--- config.mk ---
export PLATFORM = sky130hd
export DESIGN_NAME = css_core_exec
export DESIGN_NICKNAME = d
export VERILOG_FILES = /design/src/verilog/css_pkg.sv /design/src/verilog/css_core_exec.sv /design/src/verilog/css_ptr_calc.sv
export SDC_FILE = /design/constraint.sdc
export NUM_CORES = 1
export LEC_CHECK = 0
export BUFFER_PORTS_ARGS = -buffer_cell sky130_fd_sc_hd__buf_4
export CAP_MARGIN = 10
export CORE_UTILIZATION = 55
export DETAILED_ROUTE_END_ITERATION = 6
export PLACE_DENSITY = 0.81
export SLEW_MARGIN = 10
export SYNTH_ARGS = -nofsm -noshare
export SYNTH_HDL_FRONTEND = slang
export SYNTH_HIERARCHICAL = 1
export SYNTH_SLANG_ARGS = --single-unit
export TNS_END_PERCENT = 1
--- constraint.sdc ---
create_clock -name pclk -period 3.5 [get_ports pclk]
set_input_delay 0.7 -clock pclk [delete_from_list [all_inputs] [get_ports pclk]]
set_output_delay 0.7 -clock pclk [all_outputs]
set_load 0.05 [all_outputs]
--- src/verilog/css_pkg.sv ---
// Shared constants and types for the core store and return execution block.
package css_pkg;

    // ****************************************
    // Widths
    // ****************************************
    localparam int PTR_W = 16; // File-select pointer and data address width.
    localparam int INSTR_W = 14; // Instruction word width.
    localparam int FILE_W = 7; // Direct file operand width.
    localparam int BANK_W = 6; // Bank select width.
    localparam int K_W = 6; // Signed relative offset width.

    // ****************************************
    // Register offsets (byte addresses)
    // ****************************************
    localparam logic [7:0] OFS_PTR0 = 8'h00;
    localparam logic [7:0] OFS_PTR1 = 8'h04;
    localparam logic [7:0] OFS_INTCTL = 8'h08;
    localparam logic [7:0] OFS_PWRCTL = 8'h0C;
    localparam logic [7:0] OFS_STATUS = 8'h10;

    // ****************************************
    // Field positions
    // ****************************************
    localparam int IEN_BIT = 7; // Global enable in the interrupt control register.
    localparam int RIF_BIT = 0; // Reset instruction flag in the power control register.
    localparam int BUSY_BIT = 0; // Busy bit in the status register.
    localparam int COUNT_LSB = 16; // Executed-instruction count in the status register.
    localparam int IND_N_BIT = 2; // Pointer select of the moded indirect store.
    localparam int REL_N_BIT = 6; // Pointer select of the relative indirect store.

    // ****************************************
    // Reset values
    // ****************************************
    localparam logic [15:0] PTR_RST = 16'h0000;
    localparam logic IEN_RST = 1'b0;
    localparam logic RIF_RST = 1'b1;

    // ****************************************
    // Instruction encodings
    // ****************************************
    localparam logic [13:0] DIRECT_MASK = 14'h3F80;
    localparam logic [13:0] DIRECT_VAL = 14'h0080;
    localparam logic [13:0] IND_MASK = 14'h3FF8;
    localparam logic [13:0] IND_VAL = 14'h0018;
    localparam logic [13:0] REL_MASK = 14'h3F80;
    localparam logic [13:0] REL_VAL = 14'h3F80;
    localparam logic [13:0] OP_IDLE = 14'h0000;
    localparam logic [13:0] OP_SOFT_RESET = 14'h0001;
    localparam logic [13:0] OP_RET_INT = 14'h0009;

    // Direct file addresses of the two indirect data ports.
    localparam logic [6:0] FILE_PORT0 = 7'h00;
    localparam logic [6:0] FILE_PORT1 = 7'h01;

    // Pointer update modes of the moded indirect store.
    typedef enum logic [1:0] {
        CSS_UM_PREINC = 2'b00,
        CSS_UM_PREDEC = 2'b01,
        CSS_UM_POSTINC = 2'b10,
        CSS_UM_POSTDEC = 2'b11
    } css_um_e;

    // Execution states, one-hot.
    typedef enum logic [1:0] {
        CSS_ST_EXEC = 2'b01,
        CSS_ST_RET2 = 2'b10
    } css_state_e;

endpackage

--- src/verilog/css_core_exec.sv ---
// Execution of direct and indirect stores, idle, soft reset and interrupt return.
//
// The register offsets and the APB interface to the registers were chosen for this implementation.
`timescale 1ns/1ps

module css_core_exec #(
    parameter int APB_AW = 8,
    parameter int PC_W = 15
) (
    // Clock and reset.
    input wire logic pclk,
    input wire logic presetn,
    // APB register slave.
    input wire logic psel,
    input wire logic penable,
    input wire logic pwrite,
    input wire logic [APB_AW-1:0] paddr,
    input wire logic [31:0] pwdata,
    output logic [31:0] prdata,
    output logic pready,
    output logic pslverr,
    // Instruction issue from the decoder.
    input wire logic instr_valid,
    input wire logic [css_pkg::INSTR_W-1:0] instr_word,
    input wire logic [7:0] acc_value,
    input wire logic [css_pkg::BANK_W-1:0] bank_sel,
    input wire logic [PC_W-1:0] top_of_stack,
    output logic instr_ready,
    // Data memory write port.
    output logic mem_we,
    output logic [css_pkg::PTR_W-1:0] mem_addr,
    output logic [7:0] mem_wdata,
    // Program flow and stack.
    output logic pc_advance,
    output logic pc_load,
    output logic [PC_W-1:0] pc_value,
    output logic stack_pop,
    // System control.
    output logic soft_reset_req,
    output logic global_interrupt_enable,
    output logic reset_instruction_flag
);

    // ****************************************
    // Helper functions
    // ****************************************

    // Masked compare of an instruction word against an encoding.
    function automatic logic op_match(input logic [13:0] word, input logic [13:0] mask,
                                      input logic [13:0] val);
        op_match = ((word & mask) == val);
    endfunction

    // ****************************************
    // State and output registers
    // ****************************************
    logic [15:0] ptr0_reg; // File-select pointer 0.
    logic [15:0] ptr0_next;
    logic [15:0] ptr1_reg; // File-select pointer 1.
    logic [15:0] ptr1_next;
    logic ien_reg; // Global interrupt enable.
    logic ien_next;
    logic rif_reg; // Reset instruction flag, low after a soft reset.
    logic rif_next;
    logic [15:0] count_reg; // Count of executed instructions of this block.
    logic [15:0] count_next;
    css_pkg::css_state_e state_reg; // Execution state.
    css_pkg::css_state_e state_next;
    logic ready_reg; // Ready to take an instruction.
    logic ready_next;
    logic mem_we_reg; // One-cycle memory write strobe.
    logic [15:0] mem_addr_reg; // Address of the last store.
    logic [7:0] mem_wdata_reg; // Data of the last store.
    logic pc_adv_reg; // One-cycle program counter advance.
    logic pc_load_reg; // One-cycle program counter load.
    logic [PC_W-1:0] pc_value_reg; // Value for the program counter load.
    logic srst_reg; // One-cycle soft reset request.
    logic pready_reg; // APB ready.
    logic pready_next;
    logic [31:0] prdata_reg; // APB read data.
    logic pslverr_reg; // APB error.

    // ****************************************
    // Instruction decode
    // ****************************************
    logic accept; // Instruction taken this cycle.
    logic dec_direct; // Direct store.
    logic dec_ind; // Indirect store with pointer update mode.
    logic dec_rel; // Indirect store with relative offset.
    logic dec_idle; // Idle instruction.
    logic dec_reset; // Soft reset.
    logic dec_retint; // Return from interrupt.
    logic dec_known; // Any instruction this block executes.
    logic [6:0] file_f; // Direct file operand.
    logic to_port; // Direct store aimed at an indirect data port.
    logic sel_n; // Pointer chosen by the instruction.
    logic [15:0] sel_ptr; // Value of the chosen pointer.
    logic [5:0] rel_ofs; // Offset fed to the pointer calculator.
    logic [15:0] calc_ea; // Effective address from the calculator.
    logic [15:0] calc_new; // Updated pointer from the calculator.
    logic [15:0] direct_addr; // Banked direct address.
    logic [15:0] store_addr; // Address of this store.
    logic do_store; // A store is executed.
    logic do_reset; // A soft reset is executed.
    logic do_retint; // A return from interrupt starts.
    logic ptr_upd; // A moded store steps a pointer.

    assign accept = instr_valid && ready_reg;
    assign dec_direct = op_match(instr_word, css_pkg::DIRECT_MASK, css_pkg::DIRECT_VAL);
    assign dec_ind = op_match(instr_word, css_pkg::IND_MASK, css_pkg::IND_VAL);
    assign dec_rel = op_match(instr_word, css_pkg::REL_MASK, css_pkg::REL_VAL);
    assign dec_idle = (instr_word == css_pkg::OP_IDLE);
    assign dec_reset = (instr_word == css_pkg::OP_SOFT_RESET);
    assign dec_retint = (instr_word == css_pkg::OP_RET_INT);
    assign dec_known = dec_direct || dec_ind || dec_rel || dec_idle || dec_reset || dec_retint;

    // The 7-bit operand covers file registers 0 to 127 of the bank.
    assign file_f = instr_word[css_pkg::FILE_W-1:0];
    assign direct_addr = {3'h0, bank_sel, file_f};

    // The data ports hold nothing, so a direct store to one of them is sent
    // to the address in the matching pointer, which stays unchanged.
    assign to_port = dec_direct && ((file_f == css_pkg::FILE_PORT0)
                                    || (file_f == css_pkg::FILE_PORT1));

    // Operand n picks pointer 0 or 1.
    assign sel_n = dec_direct ? file_f[0]
                 : (dec_rel ? instr_word[css_pkg::REL_N_BIT] : instr_word[css_pkg::IND_N_BIT]);
    assign sel_ptr = sel_n ? ptr1_reg : ptr0_reg;

    // A port access reuses the relative path with a zero offset.
    assign rel_ofs = dec_rel ? instr_word[css_pkg::K_W-1:0] : 6'h00;

    // One calculator serves both pointers; only one is addressed per store.
    css_ptr_calc #(
        .PTR_W(css_pkg::PTR_W),
        .K_W(css_pkg::K_W)
    ) u_calc (
        .ptr(sel_ptr),
        .mode(instr_word[1:0]),
        .rel_form(dec_rel || dec_direct),
        .offset(rel_ofs),
        .eff_addr(calc_ea),
        .ptr_new(calc_new)
    );

    // Plain direct stores use the banked address, all others the pointer path.
    assign store_addr = (dec_direct && !to_port) ? direct_addr : calc_ea;
    assign do_store = accept && (dec_direct || dec_ind || dec_rel);
    assign do_reset = accept && dec_reset;
    assign do_retint = accept && dec_retint;

    // Only the moded form writes a pointer back.
    assign ptr_upd = accept && dec_ind;

    // ****************************************
    // APB decode
    // ****************************************
    logic apb_access; // Access phase in progress.
    logic apb_wr; // Write completes at this edge.
    logic hit_ptr0;
    logic hit_ptr1;
    logic hit_intctl;
    logic hit_pwrctl;
    logic hit_status;
    logic addr_hit; // Address is mapped.
    logic [31:0] rd_mux; // Read data for the addressed register.

    assign apb_access = psel && penable;
    assign apb_wr = apb_access && pready_reg && pwrite;
    assign hit_ptr0 = (paddr == css_pkg::OFS_PTR0);
    assign hit_ptr1 = (paddr == css_pkg::OFS_PTR1);
    assign hit_intctl = (paddr == css_pkg::OFS_INTCTL);
    assign hit_pwrctl = (paddr == css_pkg::OFS_PWRCTL);
    assign hit_status = (paddr == css_pkg::OFS_STATUS);
    assign addr_hit = hit_ptr0 || hit_ptr1 || hit_intctl || hit_pwrctl || hit_status;

    // Ready rises one cycle into the access phase and lasts one cycle, so
    // every transfer takes exactly one wait state.
    assign pready_next = apb_access && !pready_reg;

    // Read multiplexer; unmapped addresses and unused bits read as zero.
    always_comb
    begin
        rd_mux = 32'h0000_0000;
        if (hit_ptr0)
        begin
            rd_mux[15:0] = ptr0_reg;
        end
        else if (hit_ptr1)
        begin
            rd_mux[15:0] = ptr1_reg;
        end
        else if (hit_intctl)
        begin
            rd_mux[css_pkg::IEN_BIT] = ien_reg;
        end
        else if (hit_pwrctl)
        begin
            rd_mux[css_pkg::RIF_BIT] = rif_reg;
        end
        else if (hit_status)
        begin
            rd_mux[css_pkg::BUSY_BIT] = !ready_reg;
            rd_mux[css_pkg::COUNT_LSB +: 16] = count_reg;
        end
    end

    // ****************************************
    // Next-state logic
    // ****************************************

    // Soft reset returns pointers to their reset value like a hardware
    // reset; an instruction update beats a software write.
    assign ptr0_next = do_reset ? css_pkg::PTR_RST
                     : ((ptr_upd && !sel_n) ? calc_new
                     : ((apb_wr && hit_ptr0) ? pwdata[15:0] : ptr0_reg));
    assign ptr1_next = do_reset ? css_pkg::PTR_RST
                     : ((ptr_upd && sel_n) ? calc_new
                     : ((apb_wr && hit_ptr1) ? pwdata[15:0] : ptr1_reg));

    // The return sets the enable and wins over a software clear in the
    // same cycle, so the event is never lost.
    assign ien_next = do_reset ? css_pkg::IEN_RST
                    : (do_retint ? 1'b1
                    : ((apb_wr && hit_intctl) ? pwdata[css_pkg::IEN_BIT] : ien_reg));

    // The flag survives the soft reset it reports; the instruction clears
    // it and beats a software write in the same cycle.
    assign rif_next = do_reset ? 1'b0
                    : ((apb_wr && hit_pwrctl) ? pwdata[css_pkg::RIF_BIT] : rif_reg);

    // Count of instructions executed here, cleared by the soft reset.
    assign count_next = do_reset ? 16'h0000
                      : ((accept && dec_known) ? count_reg + 16'h0001 : count_reg);

    // The return holds off the next instruction for its second cycle.
    always_comb
    begin
        state_next = css_pkg::CSS_ST_EXEC;
        case (state_reg)
            css_pkg::CSS_ST_EXEC:
            begin
                if (do_retint)
                begin
                    state_next = css_pkg::CSS_ST_RET2;
                end
            end
            css_pkg::CSS_ST_RET2:
            begin
                state_next = css_pkg::CSS_ST_EXEC;
            end
            default:
            begin
                state_next = css_pkg::CSS_ST_EXEC;
            end
        endcase
    end
    assign ready_next = (state_next == css_pkg::CSS_ST_EXEC);

    // ****************************************
    // Architectural registers
    // ****************************************

    // Pointers, enables, flag and counter.
    always_ff @(posedge pclk or negedge presetn)
    begin
        if (!presetn)
        begin
            ptr0_reg <= css_pkg::PTR_RST;
            ptr1_reg <= css_pkg::PTR_RST;
            ien_reg <= css_pkg::IEN_RST;
            rif_reg <= css_pkg::RIF_RST;
            count_reg <= 16'h0000;
        end
        else
        begin
            ptr0_reg <= ptr0_next;
            ptr1_reg <= ptr1_next;
            ien_reg <= ien_next;
            rif_reg <= rif_next;
            count_reg <= count_next;
        end
    end

    // Execution state and issue ready.
    always_ff @(posedge pclk or negedge presetn)
    begin
        if (!presetn)
        begin
            state_reg <= css_pkg::CSS_ST_EXEC;
            ready_reg <= 1'b1;
        end
        else
        begin
            state_reg <= state_next;
            ready_reg <= ready_next;
        end
    end

    // ****************************************
    // Execution outputs
    // ****************************************

    // Store port. The accumulator goes out unchanged and nothing here
    // drives a status flag.
    always_ff @(posedge pclk or negedge presetn)
    begin
        if (!presetn)
        begin
            mem_we_reg <= 1'b0;
            mem_addr_reg <= 16'h0000;
            mem_wdata_reg <= 8'h00;
        end
        else
        begin
            mem_we_reg <= do_store;
            if (do_store)
            begin
                mem_addr_reg <= store_addr;
                mem_wdata_reg <= acc_value;
            end
        end
    end

    // Flow control. Single-cycle instructions other than the soft reset advance the counter, the
    // idle one doing nothing else; the return pops and loads.
    always_ff @(posedge pclk or negedge presetn)
    begin
        if (!presetn)
        begin
            pc_adv_reg <= 1'b0;
            pc_load_reg <= 1'b0;
            pc_value_reg <= '0;
            srst_reg <= 1'b0;
        end
        else
        begin
            pc_adv_reg <= accept && dec_known && !dec_retint && !dec_reset;
            pc_load_reg <= do_retint;
            srst_reg <= do_reset;
            if (do_retint)
            begin
                pc_value_reg <= top_of_stack;
            end
        end
    end

    // APB answer registers.
    always_ff @(posedge pclk or negedge presetn)
    begin
        if (!presetn)
        begin
            pready_reg <= 1'b0;
            prdata_reg <= 32'h0000_0000;
            pslverr_reg <= 1'b0;
        end
        else
        begin
            pready_reg <= pready_next;
            pslverr_reg <= pready_next && !addr_hit;
            if (pready_next)
            begin
                prdata_reg <= pwrite ? 32'h0000_0000 : rd_mux;
            end
        end
    end

    // ****************************************
    // Output assignments
    // ****************************************
    assign prdata = prdata_reg;
    assign pready = pready_reg;
    assign pslverr = pslverr_reg;
    assign instr_ready = ready_reg;
    assign mem_we = mem_we_reg;
    assign mem_addr = mem_addr_reg;
    assign mem_wdata = mem_wdata_reg;
    assign pc_advance = pc_adv_reg;
    assign pc_load = pc_load_reg;
    assign pc_value = pc_value_reg;
    assign stack_pop = pc_load_reg; // Pop and load travel together.
    assign soft_reset_req = srst_reg;
    assign global_interrupt_enable = ien_reg;
    assign reset_instruction_flag = rif_reg;

endmodule // css_core_exec

--- src/verilog/css_ptr_calc.sv ---
// Effective address and next pointer value for one file-select pointer.
`timescale 1ns/1ps

module css_ptr_calc #(
    parameter int PTR_W = 16,
    parameter int K_W = 6
) (
    // Pointer and operation.
    input wire logic [PTR_W-1:0] ptr,
    input wire logic [1:0] mode,
    input wire logic rel_form,
    input wire logic [K_W-1:0] offset,
    // Results.
    output logic [PTR_W-1:0] eff_addr,
    output logic [PTR_W-1:0] ptr_new
);

    // A one at pointer width, so every sum below stays at pointer width.
    localparam logic [PTR_W-1:0] ONE = {{(PTR_W-1){1'b0}}, 1'b1};

    logic [PTR_W-1:0] ptr_inc; // Pointer plus one, wrapping at the top.
    logic [PTR_W-1:0] ptr_dec; // Pointer minus one, wrapping at the bottom.
    logic [PTR_W-1:0] ofs_ext; // Sign-extended relative offset.
    logic [PTR_W-1:0] ptr_rel; // Pointer plus offset.
    logic [PTR_W-1:0] stepped; // Pointer after the step that the mode picks.
    logic step_down; // High for the two decrement modes.
    logic step_first; // High for the two pre modes.

    // Sums are kept at pointer width on purpose: the carry is dropped so the
    // pointer wraps modulo its range, and no status flag is formed.
    assign ptr_inc = ptr + ONE;
    assign ptr_dec = ptr - ONE;
    assign ofs_ext = {{(PTR_W-K_W){offset[K_W-1]}}, offset};
    assign ptr_rel = ptr + ofs_ext;

    // Low mode bit picks decrement, high mode bit picks post.
    assign step_down = (mode == css_pkg::CSS_UM_PREDEC) || (mode == css_pkg::CSS_UM_POSTDEC);
    assign step_first = (mode == css_pkg::CSS_UM_PREINC) || (mode == css_pkg::CSS_UM_PREDEC);
    assign stepped = step_down ? ptr_dec : ptr_inc;

    // Pre modes address the stepped value, post modes the old one.
    // The relative form addresses pointer plus offset and keeps the pointer.
    assign eff_addr = rel_form ? ptr_rel : (step_first ? stepped : ptr);
    assign ptr_new = rel_form ? ptr : stepped;

endmodule // css_ptr_calc

==> impl_metrics.yaml, run 1 <==
setup_path:
  cp_slowest_stage_delay_ns: 0.58
  path_cells: "buf_6, or4_4, o22ai_4, and2_4, o2bb2ai_4, mux2_4, inv_1, fa_2, nor2b_4, o31a_4, a41oi_4, xor2_2, buf_4, o21ai_0, o21ai_0, a21oi_1"
  path_buf_inv: 3
  end_kind: "register"
  worstPathArrival_ns: 4.35
  cpMaxStageDelayCell: "or4_4"
  crit_fanout: 5
  crit_path_start_kind: "input port"
  path_class: "in2reg"
  cpMostUsedCell: "o21ai_0"
  critPathTopFamily: "compound AO/OA/AOI/OAI gates"
  cp.required_ns: 3.84
pwr:
  pwr_density_cell_mw_per_mm2: 359.7
  sw_frac_of_total_pct: 30.69
  netSwitchingPower_w: 0.001270
  power_frac_comb_pct: 18.7
  p_int_w: 0.002869
  leakage_nw: 5.527
  p_seq_share_pct: 38.8
  vdd_ir_drop_max_v: 0.0003594
  p_clk_share_pct: 42.4
logic_synthesis:
  seq_area_frac_synth_pct: 38.97
  ys_seq_elements: 129
  netlist_instances: 868
  synthesis.area_mm2: 0.008290
  synth_edf_count: 0
  synth_nets: 991
  synth_flop_cell: "dfrtp_1"
  avgSynthCellArea_um2: 9.551
  netlist-cell-type-count: 82
  synthArstFlopShare_pct: 100.0
  ys.warnings.count: 6
detailed_routing:
  dr.pass1.iters: 7
  vias_per_cell: 6.380
  drt_iter0_markers: 841
  drt-total-wl_um: 27650
  drcViolationCount: 36
  antenna_left: 0
  post_drt_wl_per_cell_um: 21.06
  vias: 8377
place:
  hpwlAfterDp_um: 17450
  gp_congestion: 0.9464
  port_buffers: 153
clock_tree:
  clk-insertion-delay-late_ns: 0.43
  cts_tree: "built"
  cts_sinks: 129
  clk_path_buf_depth: 2
  numCtsBuffers: 17
  htreeDepth: 4
  root_buffer: "clkbuf_16"
  hold_buffers: 0
  clkTransAtPathRegs_ns: 0.06
floorplan:
  rows: 44
  die_y_um: 124.8
  start_util_pct: 56.61
  core_mm2: 0.01464
  pin_count: 170
  die_x_um: 124.8
  die-area_mm2: 0.01557
sta:
  finClkSkew_ns: 0.006656
  rsz0062_at_grt: "yes"
  timing.final.crit_share_pct: 114.6
  fmax_mhz: 249.4
  period_needed_ns: 4.009
  whs_ns: 0.2739
  layout_setup_ws_ns: -0.5093
  setup-violations-final: 39
  slew_headroom_pct: 32.93
  drv_slew: 0
  tns_ns: -13.72
  worstMarginPinSlew_ns: 1.006
  hold_viol_final: 0
run_status:
  status: "finished with violations"
  violations: "design-rule violations, negative setup slack"
cells_and_area:
  area.growth.synth_to_final_pct: 38.79
  drive_above_1_share_pct: 39.42
  antenna_cells: 0
  post-route-util_pct: 78.57
  largest_register_ffs: 32
  nets: 1239
hold_path:
  min_path_type: "in2async"
flow_run:
  maxCapViolCount: 0
global_route:
  antenna_found_initial: 0
  grt_pass1_wl_um: 42660
  first_global_vias: 8023
  grt_max_degree: 55
  overflow: 0
  grt_use_total_pct: 35.06
-- power groups by stage --
stage	clock, W	combinational, W	sequential (W)
6_report	0.00176	0.000775	0.00161
3_3_place_gp	0	0.000716	0.00163
4_1_cts	0.00175	0.000756	0.00161
3_5_place_dp	0	0.000729	0.00163
5_1_grt	0.00183	0.000813	0.00161
2_1_floorplan	0	0.000212	0.00183
-- cell usage after synthesis (10+ instances only) --
cell / instances / area share, %
nor2_1: 41 / 1.9
dfrtp_1: 127 / 38
nand2_1: 76 / 3.4
a21oi_1: 90 / 5.4
xor2_1: 15 / 1.6
buf_2: 10 / 0.60
mux2i_1: 67 / 8.1
clkbuf_1: 36 / 1.6
mux2_2: 41 / 5.6
ha_1: 32 / 4.8
and2_1: 12 / 0.91
inv_1: 19 / 0.86
o21ai_0: 88 / 5.3
xnor2_1: 10 / 1.1
a22o_1: 17 / 1.8
o31ai_1: 10 / 0.91
nand3_1: 22 / 1.3
-- per-stage QoR --
| step | instance area (µm²) | setup WS (ns) | total power, W | cells |
|---|---|---|---|---|
| floorplan | 8436 | -0.5456 | 0.002047 | 868 |
| global placement | 10460 | -1.030 | 0.002344 | 1268 |
| detailed placement | 10460 | -1.097 | 0.002359 | 1268 |
| CTS | 11430 | -0.4490 | 0.004111 | 1313 |
| global route | 11510 | -0.5933 | 0.004257 | 1313 |
| finish | 11510 | -0.5093 | 0.004139 | 1313 |
-- routing by layer --
| metal | wire (µm) | up-vias | GRT usage (%) |
|---|---|---|---|
| met5 | 0 | - | 0 |
| met4 | 1073 | 0 | 14.52 |
| met3 | 2208 | 86 | 6.314 |
| met2 | 13680 | 500 | 60.91 |
| met1 | 10690 | 4093 | 42.86 |
| li1 | - | 3698 | - |
-- logic make-up (layout without fill, tap and decap cells) --
logic type / Yosys count / in the layout / synth area share [%]
AOI/OAI and AO/OA: 273 / 274 / 21.04
xor gates and xnor gates: 25 / 25 / 2.641
adders and majority gates: 34 / 34 / 5.312
buffers and inverters: 73 / 333 / 3.728
DFF: 129 / 129 / 38.97
muxes: 108 / 108 / 13.66
and+or+nand+nor: 226 / 226 / 14.65
-- final cells by class --
type | instances | area, µm²
multi-input combinational | 667 | 5234
sequential | 129 | 3231
fill | 909 | 3138
timing repair buffer | 281 | 2157
clock buffer | 19 | 452.9
tap | 184 | 230.2
clock inverter | 13 | 123.9
inverter | 20 | 77.57
-- cell usage in the layout (no fill, tap or decap), types with 9 or more instances in the layout --
master,instances
ha_1,13
nand2_1,75
clkbuf_16,17
and2_1,11
o21ai_0,69
nor2_1,40
dfrtp_1,127
mux2_2,29
a22o_1,17
o21ai_1,17
a21oi_2,11
a21oi_1,81
buf_4,273
mux2i_1,67
inv_1,18
mux2_4,12
xor2_1,11
ha_4,16
xnor2_1,9
o31ai_1,9
nand3_1,21
-- worst reg2reg max path: stages (launching register included) --
cell     delay, ns
dfrtp_1       0.42
mux2_4        0.33
inv_1         0.11
fa_2          0.25
nor2b_4       0.05
o31a_4        0.31
a41oi_4       0.28
xor2_2        0.16
buf_4         0.16
o21ai_0       0.34
o21ai_0       0.21
a21oi_1       0.17
-- worst paths after layout --
check                               startpoint                      to  slack (ns)  depth (start not counted)
worst min-delay path                   presetn             pc_value[0]        0.27                          1
worst max register to register     ptr1_reg[0]             ptr0_reg[8]        0.64                         11
min in group pclk                 state_reg[1]            state_reg[1]        0.43                          1
max in group asynchronous              presetn  reset_instruction_flag        2.28                          2
worst min register to register    state_reg[1]            state_reg[1]        0.43                          1
worst max-delay path            instr_word[10]             ptr0_reg[8]       -0.51                         16
-- repair_timing --
| item | 4_1_cts | 5_1_grt |
|---|---|---|
| pin swaps | 32 | 12 |
| gates cloned | 1 | 0 |
| resized for setup | 64 | 22 |
| endpoints found under the setup margin | 37 | 41 |
| setup buffers | 12 | 0 |
Note: power is estimated with default switching activity, not from simulation.
==> inputs of run 2 (changes only) <==
- CTS_BUF_LIST: not set -> sky130_fd_sc_hd__clkbuf_4
- clock period: 3.5 -> 4.82 ns (I/O delays scaled with it)
==> run 2 against run 1 <==
  * Sequential share of layout area up 3.4 points
  * Critical path type unchanged
  * Die area unchanged
  * The flow finishes with violations (design-rule violations)
  * Register-to-register slack better by 1.2 ns
==> impl_metrics.yaml, run 2 (synthesized netlist as in run 1, its figures left out) <==
clock_tree:
  cts_resized: 0
  cts_tree: "built"
  htreeDepth: 4
  postCtsSetupRepairBufs: 0
  clk-insertion-delay-late_ns: 0.58
  root_buffer: "clkbuf_4"
  cts_sinks: 129
  numCtsBuffers: 17
  hold_buffers: 0
  clk_path_buf_depth: 2
  clkTransAtPathRegs_ns: 0.12
pwr:
  p_int_w: 0.001686
  netSwitchingPower_w: 0.0007950
  power_frac_comb_pct: 20.4
  vdd_ir_drop_max_v: 0.0001924
  pwr_density_cell_mw_per_mm2: 241.6
  leakage_nw: 5.059
  p_seq_share_pct: 46.8
  sw_frac_of_total_pct: 32.04
  p_clk_share_pct: 32.8
cells_and_area:
  final_common_cell: "buf_4"
  nets: 1176
  area.growth.synth_to_final_pct: 23.86
  final_cell_mix: "buf_4, dfrtp_1, a21oi_1"
  largest_register_ffs: 32
  drive_above_1_share_pct: 30.68
  fill_cells: 1162
setup_path:
  path_cells: "buf_4, or4_4, o31ai_1, o2bb2ai_2, buf_12, mux2_2, buf_4, ha_1, a21o_1, a21oi_1, o21ai_0, a21boi_0, o21a_1, mux2_2, o211ai_1, mux2i_1, a21oi_1"
  cp_slowest_stage_delay_ns: 0.58
  cp.required_ns: 5.33
  path_class: "in2reg"
  worstPathArrival_ns: 4.85
  cpMaxStageDelayCell: "or4_4"
  crit_path_start_kind: "input port"
  crit_fanout: 9
  r2r_cells: 12
  end_kind: "register"
floorplan:
  rows: 44
  die_x_um: 124.8
  start_util_pct: 56.61
  core_mm2: 0.01464
  die_y_um: 124.8
  pin_count: 170
  die-area_mm2: 0.01557
global_route:
  first_global_vias: 7171
  grt_use_total_pct: 28.10
  antenna_found_initial: 1
  grt_max_degree: 75
  overflow: 0
  grt_pass1_wl_um: 34980
sta:
  worstMarginPinSlew_ns: 0.9584
  drv_slew: 0
  setup-violations-final: 0
  period_needed_ns: 4.340
  hold_viol_final: 0
  timing.final.crit_share_pct: 90.04
  layout_setup_ws_ns: 0.4803
  slew_headroom_pct: 35.95
  fmax_mhz: 230.4
  whs_ns: 0.4390
  rsz0062_at_grt: "no"
  finClkSkew_ns: 0.02271
detailed_routing:
  vias: 7455
  dr.pass1.iters: 7
  drt-total-wl_um: 21410
  antenna_left: 0
  drt_iter0_markers: 435
  drcViolationCount: 36
  post_drt_wl_per_cell_um: 17.12
  vias_per_cell: 5.959
place:
  port_buffers: 153
  dp_slack_ns: -0.07076
  gp_congestion: 0.9216
  hpwlAfterDp_um: 15850
run_status:
  violations: "design-rule violations"
  status: "finished with violations"
flow_run:
  maxCapViolCount: 0
hold_path:
  min_path_type: "reg2reg"
  holdPathStages: 1
run 2: path summary, 6_finish.rpt:
check | end | start | slack, ns
setup / recovery | mem_addr[9] | instr_word[9] | 0.48
hold / removal | state_reg[1] | state_reg[1] | 0.44
setup reg to reg | mem_addr[9] | ptr1_reg[3] | 1.84
hold reg to reg | state_reg[1] | state_reg[1] | 0.44
max in group asynchronous | ptr0_reg[10] | presetn | 3.37
min in group asynchronous | prdata[28] | presetn | 0.50
run 2: metrics by stage:
step / cell area (µm²) / setup TNS [ns] / utilization (%) / power (W) / instances
after global routing: 10270 / 0 / 70.12 / 0.002591 / 1251
after floorplan: 8290 / 0 / - / 0.001478 / 868
after detailed placement: 9941 / -0.1196 / 67.88 / 0.001689 / 1217
final: 10270 / 0 / 70.12 / 0.002481 / 1251
after global placement: 9941 / -0.03536 / 67.88 / 0.001679 / 1217
after CTS: 10250 / 0 / 70.03 / 0.002496 / 1249
run 2: layout make-up:
class | instances | area, µm² | share of cell area, %
Multi-Input combinational cell | 666 | 4756 | 46.31
Sequential cell | 129 | 3231 | 31.46
Timing Repair Buffer | 219 | 1660 | 16.17
Tap cell | 184 | 230.2 | 2.242
Clock inverter | 14 | 178.9 | 1.742
Clock buffer | 18 | 135.1 | 1.316
Inverter | 20 | 75.07 | 0.7311
Antenna cell | 1 | 2.502 | 0.02437
run 2: worst max-delay path, delay by kind of cell:
kind / cells / cell delay [ns]
simple gates: 1 / 0.58
compound gates: 9 / 1.76
fa+ha+maj: 1 / 0.31
mux: 3 / 0.81
buf+inv: 3 / 0.41
run 2: power by group through the flow:
stage / combinational [W] / clock (W) / sequential, W
finish: 0.000507 / 0.000813 / 0.00116
global route: 0.000537 / 0.000884 / 0.00117
CTS: 0.000509 / 0.000826 / 0.00116
detailed placement: 0.000508 / 0 / 0.00118
global placement: 0.000500 / 0 / 0.00118
floorplan: 0.000146 / 0 / 0.00133
run 2: layer usage:
| metal | track usage [%] | routed length [µm] | up-vias | share of wire, % |
|---|---|---|---|---|
| li1 | - | - | 3583 | - |
| met1 | 34.78 | 9041 | 3576 | 42 |
| met2 | 47.36 | 10430 | 262 | 49 |
| met3 | 6.615 | 1481 | 34 | 6.9 |
| met4 | 11.04 | 457 | 0 | 2.1 |
| met5 | 0 | 0 | - | 0 |
